File: src/include/scb_defs.svh
// Constants for the clock buffer SMBus target and configuration bytes
`ifndef SCB_DEFS_SVH
`define SCB_DEFS_SVH
// Register indices
`define SCB_IDX_OE 8'h00
`define SCB_IDX_MODE 8'h01
`define SCB_IDX_SLEW 8'h02
`define SCB_IDX_BCNT 8'h08
// Reset values
`define SCB_OE_RST 8'hff
`define SCB_MODE_RST 8'h02
`define SCB_SLEW_RST 8'hff
`define SCB_BCNT_RST 8'h08
`define SCB_UNMAPPED 8'h00
// Reserved bits that read as one in bytes 0 and 2
`define SCB_RSVD_ONES 8'h22
// Writable bits of byte 1, reserved bit 2 reads zero
`define SCB_MODE_WMASK 8'h3b
// Byte 1 fields
`define SCB_MODE_RB 7:6
`define SCB_MODE_SW 5
`define SCB_MODE_WR 4:3
`define SCB_MODE_LOW 5:0
`define SCB_AMP 1:0
// Per-output bit positions: outputs 5..0
`define SCB_PICK6(b) {b[7], b[6], b[4], b[3], b[2], b[0]}
// Target addresses by address-select level
`define SCB_ADDR_LO 7'h6b
`define SCB_ADDR_MID 7'h6c
`define SCB_ADDR_HI 7'h6d
`define SCB_SEL_LO 2'h0
`define SCB_SEL_MID 2'h1
// Address byte fields
`define SCB_ADDR_FLD 7:1
`define SCB_RW_BIT 0
// Bit counts and strap settle time
`define SCB_BYTE_BITS 4'd8
`define SCB_LAST_BIT 4'd7
`define SCB_STRAP_WAIT 2'd3
// Synchroniser reset image: scl, sda, sel, mode, enable pins
`define SCB_SYNC_INIT 12'hc3f
`endif

File: src/include/scb_pkg.sv
// Shared types for the clock buffer SMBus target
package scb_pkg;
  // Bit-level bus state
  typedef enum logic [2:0] {ST_IDLE, ST_RX, ST_ACK, ST_TX, ST_RACK}
    scb_state_e;
  // Which byte of a transfer is being received
  typedef enum logic [1:0] {PH_ADDR, PH_IDX, PH_CNT, PH_DATA} scb_phase_e;
  // Register write strobe with index and data
  typedef struct packed {
    logic en;
    logic [7:0] idx;
    logic [7:0] data;
  } scb_wr_s;
  // Controls sent to the clock outputs
  typedef struct packed {
    logic [5:0] out_run;
    logic [5:0] edge_speed;
    logic [1:0] amplitude;
    logic [1:0] pll_mode;
  } scb_cfg_s;
endpackage : scb_pkg

File: src/hw/scb_sync.sv
// Two-flop synchroniser for pins outside the block clock
`timescale 1ns/100ps
`include "scb_defs.svh"
module scb_sync #(
  parameter int W = 12,
  parameter logic [W-1:0] INIT = `SCB_SYNC_INIT
) (
  input wire logic mclk, // Block clock
  input wire logic rst, // Synchronous reset, high
  input wire logic [W-1:0] d, // Asynchronous inputs
  output logic [W-1:0] q // Synchronised outputs
);
  logic [W-1:0] meta; // First stage, read only by q

  // Two stages, idle levels under reset
  always_ff @(posedge mclk)
  begin
    if (rst)
    begin
      meta <= INIT;
      q <= INIT;
    end
    else
    begin
      meta <= d;
      q <= meta;
    end
  end
endmodule : scb_sync

File: src/hw/scb_cfg_regs.sv
// Configuration bytes and output gating of the clock buffer
`timescale 1ns/100ps
`include "scb_defs.svh"
module scb_cfg_regs (
  input wire logic mclk, // Block clock
  input wire logic rst, // Synchronous reset, high
  input wire scb_pkg::scb_wr_s wr, // Write strobe from the target
  input wire logic [7:0] rd_idx, // Read index
  input wire logic [1:0] mode_latched, // Mode pins caught at startup
  input wire logic [5:0] pin_en_n, // Synchronised enable pins, low on
  output logic [7:0] rd_data, // Byte at the read index
  output logic [7:0] bcnt, // Block read count byte
  output scb_pkg::scb_cfg_s cfg // Output controls
);
  logic [7:0] oe_byte; // Output enable byte
  logic [7:0] mode_byte; // Mode and amplitude byte, low six bits
  logic [7:0] slew_byte; // Edge speed byte
  logic [5:0] oe_bits; // Enable per output
  logic [5:0] run; // Output running per output
  logic [1:0] wr_amp; // Amplitude field of write data

  // Gathers the six per-output bits of a byte
  function automatic logic [5:0] pick6(input logic [7:0] b);
    pick6 = `SCB_PICK6(b);
  endfunction : pick6

  // Byte writes from the bus
  always_ff @(posedge mclk)
  begin
    if (rst)
    begin
      oe_byte <= `SCB_OE_RST;
      mode_byte <= `SCB_MODE_RST;
      slew_byte <= `SCB_SLEW_RST;
      bcnt <= `SCB_BCNT_RST;
    end
    else if (wr.en)
    begin
      if (wr.idx == `SCB_IDX_OE)
        oe_byte <= wr.data | `SCB_RSVD_ONES;
      else if (wr.idx == `SCB_IDX_MODE)
        mode_byte <= wr.data & `SCB_MODE_WMASK;
      else if (wr.idx == `SCB_IDX_SLEW)
        slew_byte <= wr.data | `SCB_RSVD_ONES;
      else if (wr.idx == `SCB_IDX_BCNT)
        bcnt <= wr.data;
    end
  end

  // Read mux; the mode readback comes from the strap latch
  always_comb
  begin
    if (rd_idx == `SCB_IDX_OE)
      rd_data = oe_byte;
    else if (rd_idx == `SCB_IDX_MODE)
      rd_data = {mode_latched, mode_byte[`SCB_MODE_LOW]};
    else if (rd_idx == `SCB_IDX_SLEW)
      rd_data = slew_byte;
    else if (rd_idx == `SCB_IDX_BCNT)
      rd_data = bcnt;
    else
      rd_data = `SCB_UNMAPPED;
  end

  assign oe_bits = pick6(oe_byte);
  assign wr_amp = wr.data[`SCB_AMP];

  // A cleared enable bit holds the pair low whatever the pin says
  generate
    for (genvar i = 0; i < 6; i++)
    begin : g_gate
      assign run[i] = oe_bits[i] & ~pin_en_n[i];
    end
  endgenerate

  // Mode source: latched straps unless software control is set
  assign cfg.pll_mode = mode_byte[`SCB_MODE_SW] ?
    mode_byte[`SCB_MODE_WR] : mode_latched;
  assign cfg.out_run = run;
  assign cfg.edge_speed = pick6(slew_byte);
  assign cfg.amplitude = mode_byte[`SCB_AMP];
endmodule : scb_cfg_regs

File: src/hw/scb_target.sv
// SMBus target of the clock buffer with indexed block write and read
`timescale 1ns/100ps
`include "scb_defs.svh"
// Contract
// - Acknowledge address, index, count, each data byte within the count
// - Send count first, then bytes from index
// - Count byte eight sets block read length
// - Target address comes from latched select pin
// - Byte 0 enables default one, reserved read one
// - Cleared enable forces output pair low
// - Byte 1 top bits report latched mode
// - Byte 1 bit 5 picks mode source
// - Written mode bits idle unless bit 5 set
// - Byte 1 low bits pick output amplitude
// - Byte 2 edge speed per output, default fast
module scb_target (
  input wire logic mclk, // Block clock, 20 MHz
  input wire logic rst, // Synchronous reset, high
  input wire logic scl_i, // Bus clock pin
  input wire logic sda_i, // Bus data pin level
  output logic sda_o, // Bus data drive value, always low
  output logic sda_oe_n, // Bus data drive enable, low drives
  input wire logic [1:0] addr_sel, // Address-select pin level code
  input wire logic [1:0] pll_mode_pins, // Mode strap pins
  input wire logic [5:0] out_pin_en_n, // Output enable pins, low on
  output scb_pkg::scb_cfg_s cfg // Output controls
);
  logic [11:0] sync_q; // Synchronised pins
  logic scl_s; // Synchronised bus clock
  logic sda_s; // Synchronised bus data
  logic [1:0] sel_s; // Synchronised address select
  logic [1:0] mode_s; // Synchronised mode straps
  logic [5:0] pin_en_n_s; // Synchronised enable pins
  logic scl_d; // Bus clock one cycle back
  logic sda_d; // Bus data one cycle back
  logic scl_rise; // Bus clock rising
  logic scl_fall; // Bus clock falling
  logic bus_start; // Start or repeated start seen
  logic bus_stop; // Stop seen
  logic [1:0] strap_cnt; // Settle count before latching straps
  logic strap_done; // Straps latched, bus live
  logic [6:0] my_addr; // Own target address
  logic [1:0] mode_latched; // Mode caught at startup
  scb_pkg::scb_state_e state; // Bit-level state
  scb_pkg::scb_phase_e phase; // Byte being received
  logic rd; // Read address was taken
  logic host_ack; // Host acknowledged the last byte
  logic [3:0] bitcnt; // Bits done in this byte
  logic [7:0] shift; // Receive and transmit shifter
  logic [7:0] index; // Register index
  logic [7:0] remain; // Data bytes left in a block write
  scb_pkg::scb_wr_s wr; // Register write strobe
  logic [7:0] rd_data; // Byte at the current index
  logic [7:0] bcnt; // Block read count

  // Maps the address-select level to a target address
  function automatic logic [6:0] addr_of(input logic [1:0] sel);
    if (sel == `SCB_SEL_LO)
      addr_of = `SCB_ADDR_LO;
    else if (sel == `SCB_SEL_MID)
      addr_of = `SCB_ADDR_MID;
    else
      addr_of = `SCB_ADDR_HI;
  endfunction : addr_of

  // All pins pass two flops before use
  scb_sync #(
    .W(12),
    .INIT(`SCB_SYNC_INIT)
  ) u_sync (
    .mclk(mclk),
    .rst(rst),
    .d({scl_i, sda_i, addr_sel, pll_mode_pins, out_pin_en_n}),
    .q(sync_q)
  );
  assign {scl_s, sda_s, sel_s, mode_s, pin_en_n_s} = sync_q;

  // Configuration bytes and output gating
  scb_cfg_regs u_regs (
    .mclk(mclk),
    .rst(rst),
    .wr(wr),
    .rd_idx(index),
    .mode_latched(mode_latched),
    .pin_en_n(pin_en_n_s),
    .rd_data(rd_data),
    .bcnt(bcnt),
    .cfg(cfg)
  );

  // Delayed copies for edge and condition detection
  always_ff @(posedge mclk)
  begin
    if (rst)
    begin
      scl_d <= 1'b1;
      sda_d <= 1'b1;
    end
    else
    begin
      scl_d <= scl_s;
      sda_d <= sda_s;
    end
  end

  assign scl_rise = scl_s & ~scl_d;
  assign scl_fall = ~scl_s & scl_d;
  // Data moving while the clock stays high marks start and stop
  assign bus_start = scl_s & scl_d & sda_d & ~sda_s;
  assign bus_stop = scl_s & scl_d & ~sda_d & sda_s;
  assign sda_o = 1'b0;

  // Straps are caught once after reset, when the pins have settled
  always_ff @(posedge mclk)
  begin
    if (rst)
    begin
      strap_cnt <= 2'h0;
      strap_done <= 1'b0;
      my_addr <= `SCB_ADDR_LO;
      mode_latched <= 2'h0;
    end
    else if (!strap_done)
    begin
      if (strap_cnt == `SCB_STRAP_WAIT)
      begin
        strap_done <= 1'b1;
        my_addr <= addr_of(sel_s);
        mode_latched <= mode_s;
      end
      else
        strap_cnt <= strap_cnt + 2'h1;
    end
  end

  // Bus state machine; data changes only while the clock is low
  always_ff @(posedge mclk)
  begin
    if (rst)
    begin
      state <= scb_pkg::ST_IDLE;
      phase <= scb_pkg::PH_ADDR;
      rd <= 1'b0;
      host_ack <= 1'b0;
      bitcnt <= 4'h0;
      shift <= 8'h00;
      index <= 8'h00;
      remain <= 8'h00;
      sda_oe_n <= 1'b1;
      wr <= '0;
    end
    else
    begin
      wr.en <= 1'b0;
      if (!strap_done || bus_stop)
      begin
        // Stop ends any transfer and frees the data line
        state <= scb_pkg::ST_IDLE;
        sda_oe_n <= 1'b1;
      end
      else if (bus_start)
      begin
        // Start or repeated start: expect an address byte
        state <= scb_pkg::ST_RX;
        phase <= scb_pkg::PH_ADDR;
        rd <= 1'b0;
        bitcnt <= 4'h0;
        sda_oe_n <= 1'b1;
      end
      else
      begin
        case (state)
          scb_pkg::ST_RX:
          begin
            if (scl_rise && bitcnt != `SCB_BYTE_BITS)
            begin
              // Sample one bit, first bit is the top one
              shift <= {shift[6:0], sda_s};
              bitcnt <= bitcnt + 4'h1;
            end
            else if (scl_fall && bitcnt == `SCB_BYTE_BITS)
            begin
              // Byte complete: acknowledge by default
              state <= scb_pkg::ST_ACK;
              sda_oe_n <= 1'b0;
              bitcnt <= 4'h0;
              case (phase)
                scb_pkg::PH_ADDR:
                begin
                  if (shift[`SCB_ADDR_FLD] != my_addr)
                  begin
                    // Not ours: stay off the bus until next start
                    state <= scb_pkg::ST_IDLE;
                    sda_oe_n <= 1'b1;
                  end
                  else
                  begin
                    rd <= shift[`SCB_RW_BIT];
                    phase <= scb_pkg::PH_IDX;
                  end
                end
                scb_pkg::PH_IDX:
                begin
                  index <= shift;
                  phase <= scb_pkg::PH_CNT;
                end
                scb_pkg::PH_CNT:
                begin
                  remain <= shift;
                  phase <= scb_pkg::PH_DATA;
                end
                default:
                begin
                  if (remain == 8'h00)
                  begin
                    // Byte beyond the count: refuse it
                    state <= scb_pkg::ST_IDLE;
                    sda_oe_n <= 1'b1;
                  end
                  else
                  begin
                    wr <= '{en: 1'b1, idx: index, data: shift};
                    index <= index + 8'h01;
                    remain <= remain - 8'h01;
                  end
                end
              endcase
            end
          end
          scb_pkg::ST_ACK:
          begin
            if (scl_fall)
            begin
              if (rd)
              begin
                // Read address taken: count byte goes out first
                state <= scb_pkg::ST_TX;
                shift <= bcnt;
                sda_oe_n <= bcnt[7];
              end
              else
              begin
                state <= scb_pkg::ST_RX;
                sda_oe_n <= 1'b1;
              end
            end
          end
          scb_pkg::ST_TX:
          begin
            if (scl_fall)
            begin
              if (bitcnt == `SCB_LAST_BIT)
              begin
                // Byte sent: release for the host answer
                state <= scb_pkg::ST_RACK;
                sda_oe_n <= 1'b1;
                bitcnt <= 4'h0;
              end
              else
              begin
                shift <= {shift[6:0], 1'b0};
                sda_oe_n <= shift[6];
                bitcnt <= bitcnt + 4'h1;
              end
            end
          end
          scb_pkg::ST_RACK:
          begin
            if (scl_rise)
              host_ack <= ~sda_s;
            else if (scl_fall)
            begin
              if (host_ack)
              begin
                // Next register byte, index steps on
                state <= scb_pkg::ST_TX;
                shift <= rd_data;
                sda_oe_n <= rd_data[7];
                index <= index + 8'h01;
              end
              else
                state <= scb_pkg::ST_IDLE;
            end
          end
          default:
          begin
            // Idle: wait for a start
            sda_oe_n <= 1'b1;
          end
        endcase
      end
    end
  end
endmodule : scb_target

File: config.mk
export PLATFORM = sky130hd
export DESIGN_NAME = scb_target
export DESIGN_NICKNAME = d
export VERILOG_FILES = /design/src/include/scb_pkg.sv /design/src/hw/scb_sync.sv /design/src/hw/scb_cfg_regs.sv /design/src/hw/scb_target.sv
export VERILOG_INCLUDE_DIRS = /design/src /design/src/include
export SDC_FILE = /design/constraint.sdc
export NUM_CORES = 1
export LEC_CHECK = 0
export BUFFER_PORTS_ARGS = -buffer_cell sky130_fd_sc_hd__buf_2
export CAP_MARGIN = 15
export CORE_ASPECT_RATIO = 1.75
export CORE_MARGIN = 5
export CORE_UTILIZATION = 60
export CTS_CLUSTER_SIZE = 25
export DETAILED_ROUTE_END_ITERATION = 8
export PLACE_DENSITY = 0.86
export SYNTH_ARGS = -nofsm -noshare
export SYNTH_HDL_FRONTEND = slang
export SYNTH_HIERARCHICAL = 1
export SYNTH_SLANG_ARGS = --single-unit
File: constraint.sdc
create_clock -name mclk -period 4.3 [get_ports mclk]
set_input_delay 0.43 -clock mclk [delete_from_list [all_inputs] [get_ports mclk]]
set_output_delay 0.43 -clock mclk [all_outputs]
set_load 0.02 [all_outputs]
# --- Yosys cells after proc, flatten, opt, wreduce, memory -nomap -nowiden ---
# Index checks and enable logic that the tools add are counted.
word_totals:
  word_cells: 223
  out_inout_bits: 18
  inputBits: 14
  regBits: 116
classes:
  mux: 74
  bitwise_logic: 36
  n_eq_ne: 43
  n_reduce_logical: 41
  n_addsub: 4
ops:
  columns: ["op", "count"]
  rows:
  - ["8-bit 2-to-1 mux", 19]
  - ["8-bit one-hot mux with 2 select lines", 3]
  - ["8-bit one-hot mux with 4 select lines", 1]
  - ["2-bit inequality test, second input constant", 14]
  - ["8-bit zero test", 3]
  - ["3-bit 2-to-1 mux", 8]
  - ["3-bit inequality test, second input constant", 8]
  - ["1-bit NOT", 23]
  - ["1-bit 2-to-1 mux", 21]
  - ["7-bit AND reduction", 3]
  - ["2-bit 2-to-1 mux", 10]
  - ["4-bit 2-to-1 mux", 5]
  - ["17-bit 2-to-1 mux", 1]
  - ["8-bit by 1-bit == test with 1-bit output, second input constant", 2]
  - ["8-bit by 2-bit == test with 1-bit output, second input constant", 2]
  - ["8-bit by 4-bit == test with 1-bit output, second input constant", 2]
  - ["8-bit AND reduction", 2]
  - ["1-bit bitwise AND", 13]
  - ["3-bit one-hot mux with 4 select lines", 1]
  - ["4-bit AND reduction", 3]
  - ["6-bit AND reduction", 2]
  - ["11-bit AND reduction", 1]
  - ["10-bit AND reduction", 1]
  - ["9-bit OR reduction", 1]
  - ["other kinds (33)", 49]

# --- Depth between registers and ports, before layout ---
# Gate-level depths: netlist (run 1).
logic_depth:
  ltp_word: 9
  mapped_depth: 9
  ltp_nobuf: 8

# --- Modules after synthesis ---
# Netlist (run 1), hierarchy kept.
modules_own_cells:
  columns: ["module", "cells_per_inst", "area_per_inst_um2", "instances", "seq_area_each_um2"]
  rows:
  - ["scb_target", 469, 3667.3, 1, 1261.2]
  - ["scb_cfg_regs", 162, 1431.4, 1, 500.5]
  - ["scb_sync", 50, 658.1, 1, 480.5]

# --- Worst setup path before layout (run 1) ---
# OpenSTA, ideal clock, no wires.
synth_timing:
  path_kind: "register to register"
  from: "register remain[0]"
  to: "register index[1]"
  path_buffers: 1
  required_time_ns: 4.172
  path_slack_ns: 2.188
  stages_incl_launch_ff: 9
  period_less_slack_ns: 2.112
  setup_time_ns: 0.128
  arrival_time_ns: 1.984
  cell_sequence: "dfxtp_1 > inv_1 > ha_1 > or3b_1 > or4_1 > nand4bb_2 > buf_4 > mux2i_1 > nor2_1"
synth_between:
  elab_chain_len: 3
synth_rtl:
  columns: ["item", "line", "rtl"]
  rows:
  - ["from (decl)", "scb_target.sv:51", "logic [7:0] remain;"]
  - ["from (signal assigned)", "scb_target.sv:209", "remain <= shift;"]
  - ["from (signal assigned)", "scb_target.sv:224", "remain <= remain - 8'h01;"]
  - ["8-bit zero test", "scb_target.sv:214", "if (remain == 8'h00)"]
  - ["3-bit by 2-bit inequality test with 1-bit output (no source line)", null, null]
  - ["10-bit AND reduction (no source line)", null, null]
  - ["to (signal assigned)", "scb_target.sv:204", "index <= shift;"]
  - ["to (signal assigned)", "scb_target.sv:223", "index <= index + 8'h01;"]
  - ["to (signal assigned)", "scb_target.sv:279", "index <= index + 8'h01;"]
  - ["to (decl)", "scb_target.sv:50", "logic [7:0] index;"]
# No other way between the ends.
# A chain may end at the register's enable or synchronous reset.

# --- Worst setup path in the final report (run 1) ---
layout_timing:
  from: "register state[0]"
  to: "register, netlist name wr[1]"
layout_between:
  elab_chain_len: 2
layout_rtl:
  columns: ["item", "line", "rtl"]
  rows:
  - ["from (decl)", "scb_target.sv:44", "scb_pkg::scb_state_e state;"]
  - ["from (signal assigned)", "scb_target.sv:141", "state <= scb_pkg::ST_IDLE;"]
  - ["from (signal assigned)", "scb_target.sv:158", "state <= scb_pkg::ST_IDLE;"]
  - ["from (signal assigned)", "scb_target.sv:164", "state <= scb_pkg::ST_RX;"]
  - ["3-bit by 1-bit == test with 1-bit output", "scb_target.sv:172", "case (state)"]
  - ["7-bit AND reduction (no source line)", null, null]
# No other way between the ends.

==> metrics.yaml, run 1 <==
floorplanning:
  die_width_um: 84.0
  ioPinCount: 32
  initial_core_util_pct: 61.2
  chipHeight_um: 140
  rows: 47
  core_mm2: 0.00941
  dieArea_mm2: 0.0117
pwr:
  p_leak_nw: 2.33
  clkPwrFrac_pct: 41.3
  p_per_area_mw_per_mm2: 329
  p_total_w: 0.00203
  power_frac_comb_pct: 5.4
  p_int_w: 0.00152
  vdd_ir_drop_max_v: 0.000355
  power_switching_w: 0.000510
  switching_share_pct: 25.1
  seqPwrFrac_pct: 53.2
grt:
  grt_overflow_total: 0
  antenna_found_initial: 0
  grt_first_pass_wirelength_mm: 23.6
  grt_max_degree: 73
  grt_pass1_vias: 4935
  grt_usage_pct: 24.6
synth:
  avgSynthCellArea_um2: 8.45
  synthAdderAreaFrac_pct: 1.96
  synth_cells: 681
  async_flop_share_pct: 0
  synthDistinctLibCells: 73
  synth-seq-cells: 112
  synth_top_family_by_area: "simple AND/OR/NAND/NOR gates"
  syn_area_mm2: 0.00576
  yosysWarnings: 6
  syn_nets: 704
  yosysSeqAreaShare_pct: 38.9
  yosys.area_share.simple_pct: 28.2
  synth_flop_cell: "dfxtp_1"
  synth_edf_count: 0
  synth_compound_area_share_pct: 17.0
  synth_xor_xnor_area_share_pct: 0.913
  synthMuxAreaShare_pct: 8.26
detailed_routing:
  drtAntennaViolNets: 0
  first_pass_iters: 6
  drt-initial-drc-count: 442
  remaining_drc_errors: 0
  vias_per_cell: 6.27
  via_count: 5061
  wl_per_cell_um: 18.1
  routed_wl_mm: 14.6
timing:
  layout_min_cycle_time_ns: 2.70
  fin_tns_setup_ns: 0
  tightest_slew_ns: 1.02
  maxSlewHeadroom_pct: 31.8
  skew_ns: 0.00723
  finalCritPeriodShare_pct: 62.8
  rsz0062_at_grt: "no"
  setup_viol: 0
  fmax_ghz: 0.370
  slew_violations: 0
  timing.final.hold_violations: 0
setup_path:
  path_class: "reg2reg"
  crit_fanout: 20
  crit_required_ns: 4.51
  arrival_ns: 2.91
  start_kind: "flop"
  worstSetupEndpointType: "flop"
placed_design:
  dpl.cell_count: 791
  routabilityCongestion: 0.932
  post_dp_cell_area_mm2: 0.00586
  dp_hpwl_mm: 10.3
  io_buffers: 30
clocking:
  cts_sinks: 112
  cts_tree: "built"
  cts_buffers: 9
  cts_htree_levels: 3
  clkTransAtPathRegs_ns: 0.08
  cts_resized: 0
  postCtsHoldBufs: 0
  cts_buffer_depth: 2
  clk_latency_ns: 0.36
  root_buffer: "clkbuf_16"
  post-cts-setup-buffer-count: 0
finish:
  multiInputGateArea_mm2: 0.00325
  instances_no_fill: 807
  postLayoutCoreUtil_pct: 65.5
  diodes: 0
  syn_to_final_growth_pct: 7.04
  nNetsFinal: 703
  area.sequential_mm2: 0.00224
  fillCellCount: 765
  drive_above_1_share_pct: 10.8
  design_area_mm2: 0.00616
run:
  cap_violations: 0
outcome:
  status: "completed"
min_path:
  hold_path_class: "in2reg"
metrics by stage:
step                      setup WS, ns  hold slack, ns
after floorplan                   2.19           0.383
after global placement            1.73           0.386
after detailed placement          1.66           0.388
after CTS                         1.63           0.243
after global routing              1.41           0.243
final                             1.60           0.248
flip-flops by register name, summed over array words and instances, names as in the netlist, 6 cells and up:
name	cells
u_regs/bcnt	8
u_sync/q	12
u_regs/oe_byte	6
wr	17
remain	8
index	8
shift	8
u_sync/meta	12
u_regs/slew_byte	6
logic make-up (layout without fill, tap and decap cells):
| logic type | after synthesis | after routing |
|---|---|---|
| compound gates | 153 | 153 |
| fa+ha+maj | 9 | 9 |
| other cells | 1 | 1 |
| flops | 112 | 112 |
| mux | 47 | 47 |
| xor+xnor | 6 | 6 |
| buf+inv | 58 | 62 |
| simple gates | 295 | 295 |
final timing paths:
check                  startpoint  slack (ns)  cells past startpoint               to
hold reg to reg   u_sync/meta[11]        0.41                      1     u_sync/q[11]
setup reg to reg         state[0]        1.60                      5            wr[1]
setup / recovery         state[0]        1.60                      5            wr[1]
hold / removal              sda_i        0.25                      2  u_sync/meta[10]
power groups by stage:
stage | registers [W] | clock network, W | logic (W)
after floorplan | 0.00110 | 0 | 0.0000861
after global placement | 0.00110 | 0 | 0.000106
after detailed placement | 0.00110 | 0 | 0.000110
after CTS | 0.00108 | 0.000847 | 0.000110
after global routing | 0.00108 | 0.000897 | 0.000122
final | 0.00108 | 0.000838 | 0.000110
cell type report:
cell class | count | share of cell area (%)
Sequential cell | 112 | 36.4
Timing Repair Buffer | 31 | 2.60
Clock inverter | 7 | 1.26
Clock buffer | 9 | 3.65
Multi-Input combinational cell | 511 | 52.7
Tap cell | 122 | 2.48
Inverter | 15 | 0.914
placed cells by master (no fill, tap or decap), drive strengths merged, types with 3 or more instances in the layout:
cell    count
nand4       7
o32ai       5
nor2       61
nand4b      3
clkbuf      9
or4         6
nand3      13
xnor2       6
nor2b      18
a31oi       6
and2        5
clkinv      3
a211oi      3
a21o        4
and3        4
nor4        3
o22ai      13
nand2      64
nand2b     38
nor3b       5
inv        18
dfxtp     112
ha          9
and2b       4
buf        31
or2        28
o211ai      3
mux2i      43
a221oi      5
nand3b      6
mux2        4
and4        3
a21oi      57
nor3       14
o21ai      30
worst max-delay path, cell delays in order, from the launching register on:
cell and delay, ns:
dfxtp_1 0.75, nor3b_2 0.51, and3_1 0.24, nand4_1 0.67, nand2_1 0.28, a21oi_1 0.10
synth_stat cells (4+ instances only):
| cell | number | area [um2] |
|---|---|---|
| a21oi_1 | 57 | 285 |
| nor3_1 | 14 | 70.1 |
| o22ai_1 | 13 | 81.3 |
| and3_1 | 4 | 25.0 |
| and2_1 | 5 | 31.3 |
| nand3b_1 | 6 | 45.0 |
| buf_2 | 6 | 30.0 |
| nand3_1 | 12 | 60.1 |
| or2_1 | 18 | 113 |
| mux2i_1 | 43 | 430 |
| dfxtp_1 | 112 | 2240 |
| nand4_1 | 6 | 37.5 |
| o21ai_1 | 7 | 35.0 |
| and2b_1 | 4 | 30.0 |
| or4_1 | 6 | 45.0 |
| a31oi_1 | 6 | 37.5 |
| nor2_1 | 61 | 229 |
| buf_4 | 7 | 52.6 |
| clkbuf_1 | 25 | 93.8 |
| inv_1 | 15 | 56.3 |
| o32ai_1 | 5 | 43.8 |
| a21o_1 | 4 | 30.0 |
| ha_1 | 9 | 113 |
| nand2_1 | 64 | 240 |
| nand2b_1 | 38 | 238 |
| o21ai_0 | 23 | 115 |
| mux2_2 | 4 | 45.0 |
| or2_2 | 10 | 62.6 |
| xnor2_1 | 6 | 52.6 |
| a221oi_1 | 5 | 43.8 |
| nor2b_1 | 18 | 113 |
routing by layer:
layer  vias up  share of wire (%)  track usage (%)  routed length [um]
met5         -                  0                0                   0
met4         0                6.2             15.3                 906
met3        69                5.7             4.79                 830
met2       234                 52             43.5                7570
met1      2362                 36             26.3                5290
li1       2396                  -                -                   -
Note: power is estimated with default switching activity, not from simulation.
==> run 2, diff against run 1 <==
--- a/config.mk
+++ b/config.mk
@@ -10,10 +10,10 @@
 export CAP_MARGIN = 15
 export CORE_ASPECT_RATIO = 1.75
 export CORE_MARGIN = 5
-export CORE_UTILIZATION = 60
+export CORE_UTILIZATION = 55
 export CTS_CLUSTER_SIZE = 25
 export DETAILED_ROUTE_END_ITERATION = 8
-export PLACE_DENSITY = 0.86
+export PLACE_DENSITY = 0.83
 export SYNTH_ARGS = -nofsm -noshare
 export SYNTH_HDL_FRONTEND = slang
 export SYNTH_HIERARCHICAL = 1
==> constraint.sdc (replaced) <==
create_clock -name mclk -period 2.34 [get_ports mclk]
set_input_delay 0.234 -clock mclk [delete_from_list [all_inputs] [get_ports mclk]]
set_output_delay 0.234 -clock mclk [all_outputs]
set_load 0.02 [all_outputs]
==> metrics.yaml, run 2 (synthesis gave the netlist of run 1 again) <==
timing:
  tightest_slew_ns: 0.753
  maxSlewHeadroom_pct: 49.7
  rsz0062_at_grt: "no"
  finalCritPeriodShare_pct: 95.1
  layout_setup_ws_ns: 0.115
  setup_viol: 0
  fin_tns_setup_ns: 0
  slew_violations: 0
  layout_min_cycle_time_ns: 2.22
  timing.final.hold_violations: 0
  fmax_ghz: 0.449
  skew_ns: 0.00420
clocking:
  cts_buffers: 9
  clk_latency_ns: 0.35
  cts_buffer_depth: 2
  clkTransAtPathRegs_ns: 0.07
  cts_tree: "built"
  cts_htree_levels: 3
  root_buffer: "clkbuf_16"
  cts_sinks: 112
  post-cts-setup-buffer-count: 0
grt:
  grt_busiest_layer: "met2"
  grt_max_degree: 74
  gr-usage-met1_pct: 25.3
  use_met3_pct: 3.91
  grt_usage_pct: 23.1
  grt_pass1_vias: 5008
  antenna_found_initial: 0
  grt_use_met2_pct: 40.6
  grt_overflow_total: 0
  grt_first_pass_wirelength_mm: 24.0
setup_path:
  start_kind: "flop"
  worstSetupEndpointType: "flop"
  arrival_ns: 2.47
  path_class: "reg2reg"
  crit_chain: "inv_1 > ha_1 > or3b_1 > or4_1 > nand4bb_2 > buf_4 > a21oi_1 > o32ai_1"
  crit_required_ns: 2.59
  crit_slowest_cell: "or4_1"
  critPathMaxStageDelay_ns: 0.49
  crit_fanout: 13
detailed_routing:
  drt-initial-drc-count: 339
  routed_wl_mm: 14.7
  remaining_drc_errors: 0
  drtAntennaViolNets: 0
  wl_per_cell_um: 17.5
  vias_per_cell: 6.06
  via_count: 5088
  first_pass_iters: 5
finish:
  design_area_mm2: 0.00644
  syn_to_final_growth_pct: 11.8
  nNetsFinal: 730
  diodes: 0
  postLayoutCoreUtil_pct: 62.9
  regMostFlops: "wr"
  layout_commonest_cell: "dfxtp_1"
  largest_reg_flops: 17
  reg_top3: "wr: 17 flops, u_sync/meta: 12 flops, u_sync/q: 12 flops"
  drive_above_1_share_pct: 14.3
  final_cell_mix: "112 x dfxtp_1, 64 x nand2_1, 61 x nor2_1"
floorplanning:
  dieArea_mm2: 0.0127
  chipHeight_um: 145
  initial_core_util_pct: 56.2
  core_mm2: 0.0102
  die_width_um: 87.3
  ioPinCount: 32
  rows: 49
outcome:
  status: "completed"
placed_design:
  post_dp_cell_area_mm2: 0.00608
  dp_hpwl_mm: 10.7
  routabilityCongestion: 0.935
  io_buffers: 30
  dp_slack_ns: 0.170
pwr:
  p_leak_nw: 2.49
  vdd_ir_drop_max_v: 0.000648
  p_total_w: 0.00398
  p_per_area_mw_per_mm2: 618
min_path:
  hold_path_class: "in2reg"
run:
  cap_violations: 0
run 2: worst paths after layout:
| path | startpoint | end | slack, ns | cells past startpoint |
|---|---|---|---|---|
| worst max-delay path | remain[0] | index[3] | 0.12 | 8 |
| worst min-delay path | out_pin_en_n[2] | u_sync/meta[2] | 0.06 | 2 |
| worst max register to register | remain[0] | index[3] | 0.12 | 8 |
| worst min register to register | u_sync/meta[11] | u_sync/q[11] | 0.41 | 1 |
run 2: critical path: cells and delay by family (launching register included):
family | cells | cell delay, ns
AOI/OAI and AO/OA | 2 | 0.19
adders and majority gates | 1 | 0.20
buffers and inverters | 2 | 0.26
DFF | 1 | 0.34
and+or+nand+nor | 3 | 1.14
run 2: where the power goes:
part           internal (W)  switching, W  leakage (nW)
Combinational     0.0000957      0.000132          1.42
Clock               0.00106      0.000719         0.164
Sequential          0.00195     0.0000246         0.909
run 2: area by class of cell:
class / instances / area, um2
timing repair buffer: 58 / 375
tap: 127 / 159
clock inverter: 7 / 125
sequential: 112 / 2240
inverter: 15 / 56.3
fill: 822 / 3800
clock buffer: 9 / 225
multi-input combinational: 511 / 3250
run 2: layer usage:
metal	vias up	wire length [um]	part of all wire, %
met2	200	7650	52
met5	-	0	0
li1	2442	-	-
met4	0	848	5.8
met3	58	712	4.9
met1	2388	5440	37
run 2: what timing repair did:
action	CTS	global route
hold buffers	0	0
resized for setup	0	1
endpoints found under the setup margin	0	1
run 2: metrics by stage:
step,hold slack (ns),instances
3_5_place_dp,0.397,823
6_report,0.0592,839
3_3_place_gp,0.388,823
2_1_floorplan,0.331,681
5_1_grt,0.0584,839
4_1_cts,0.0547,839
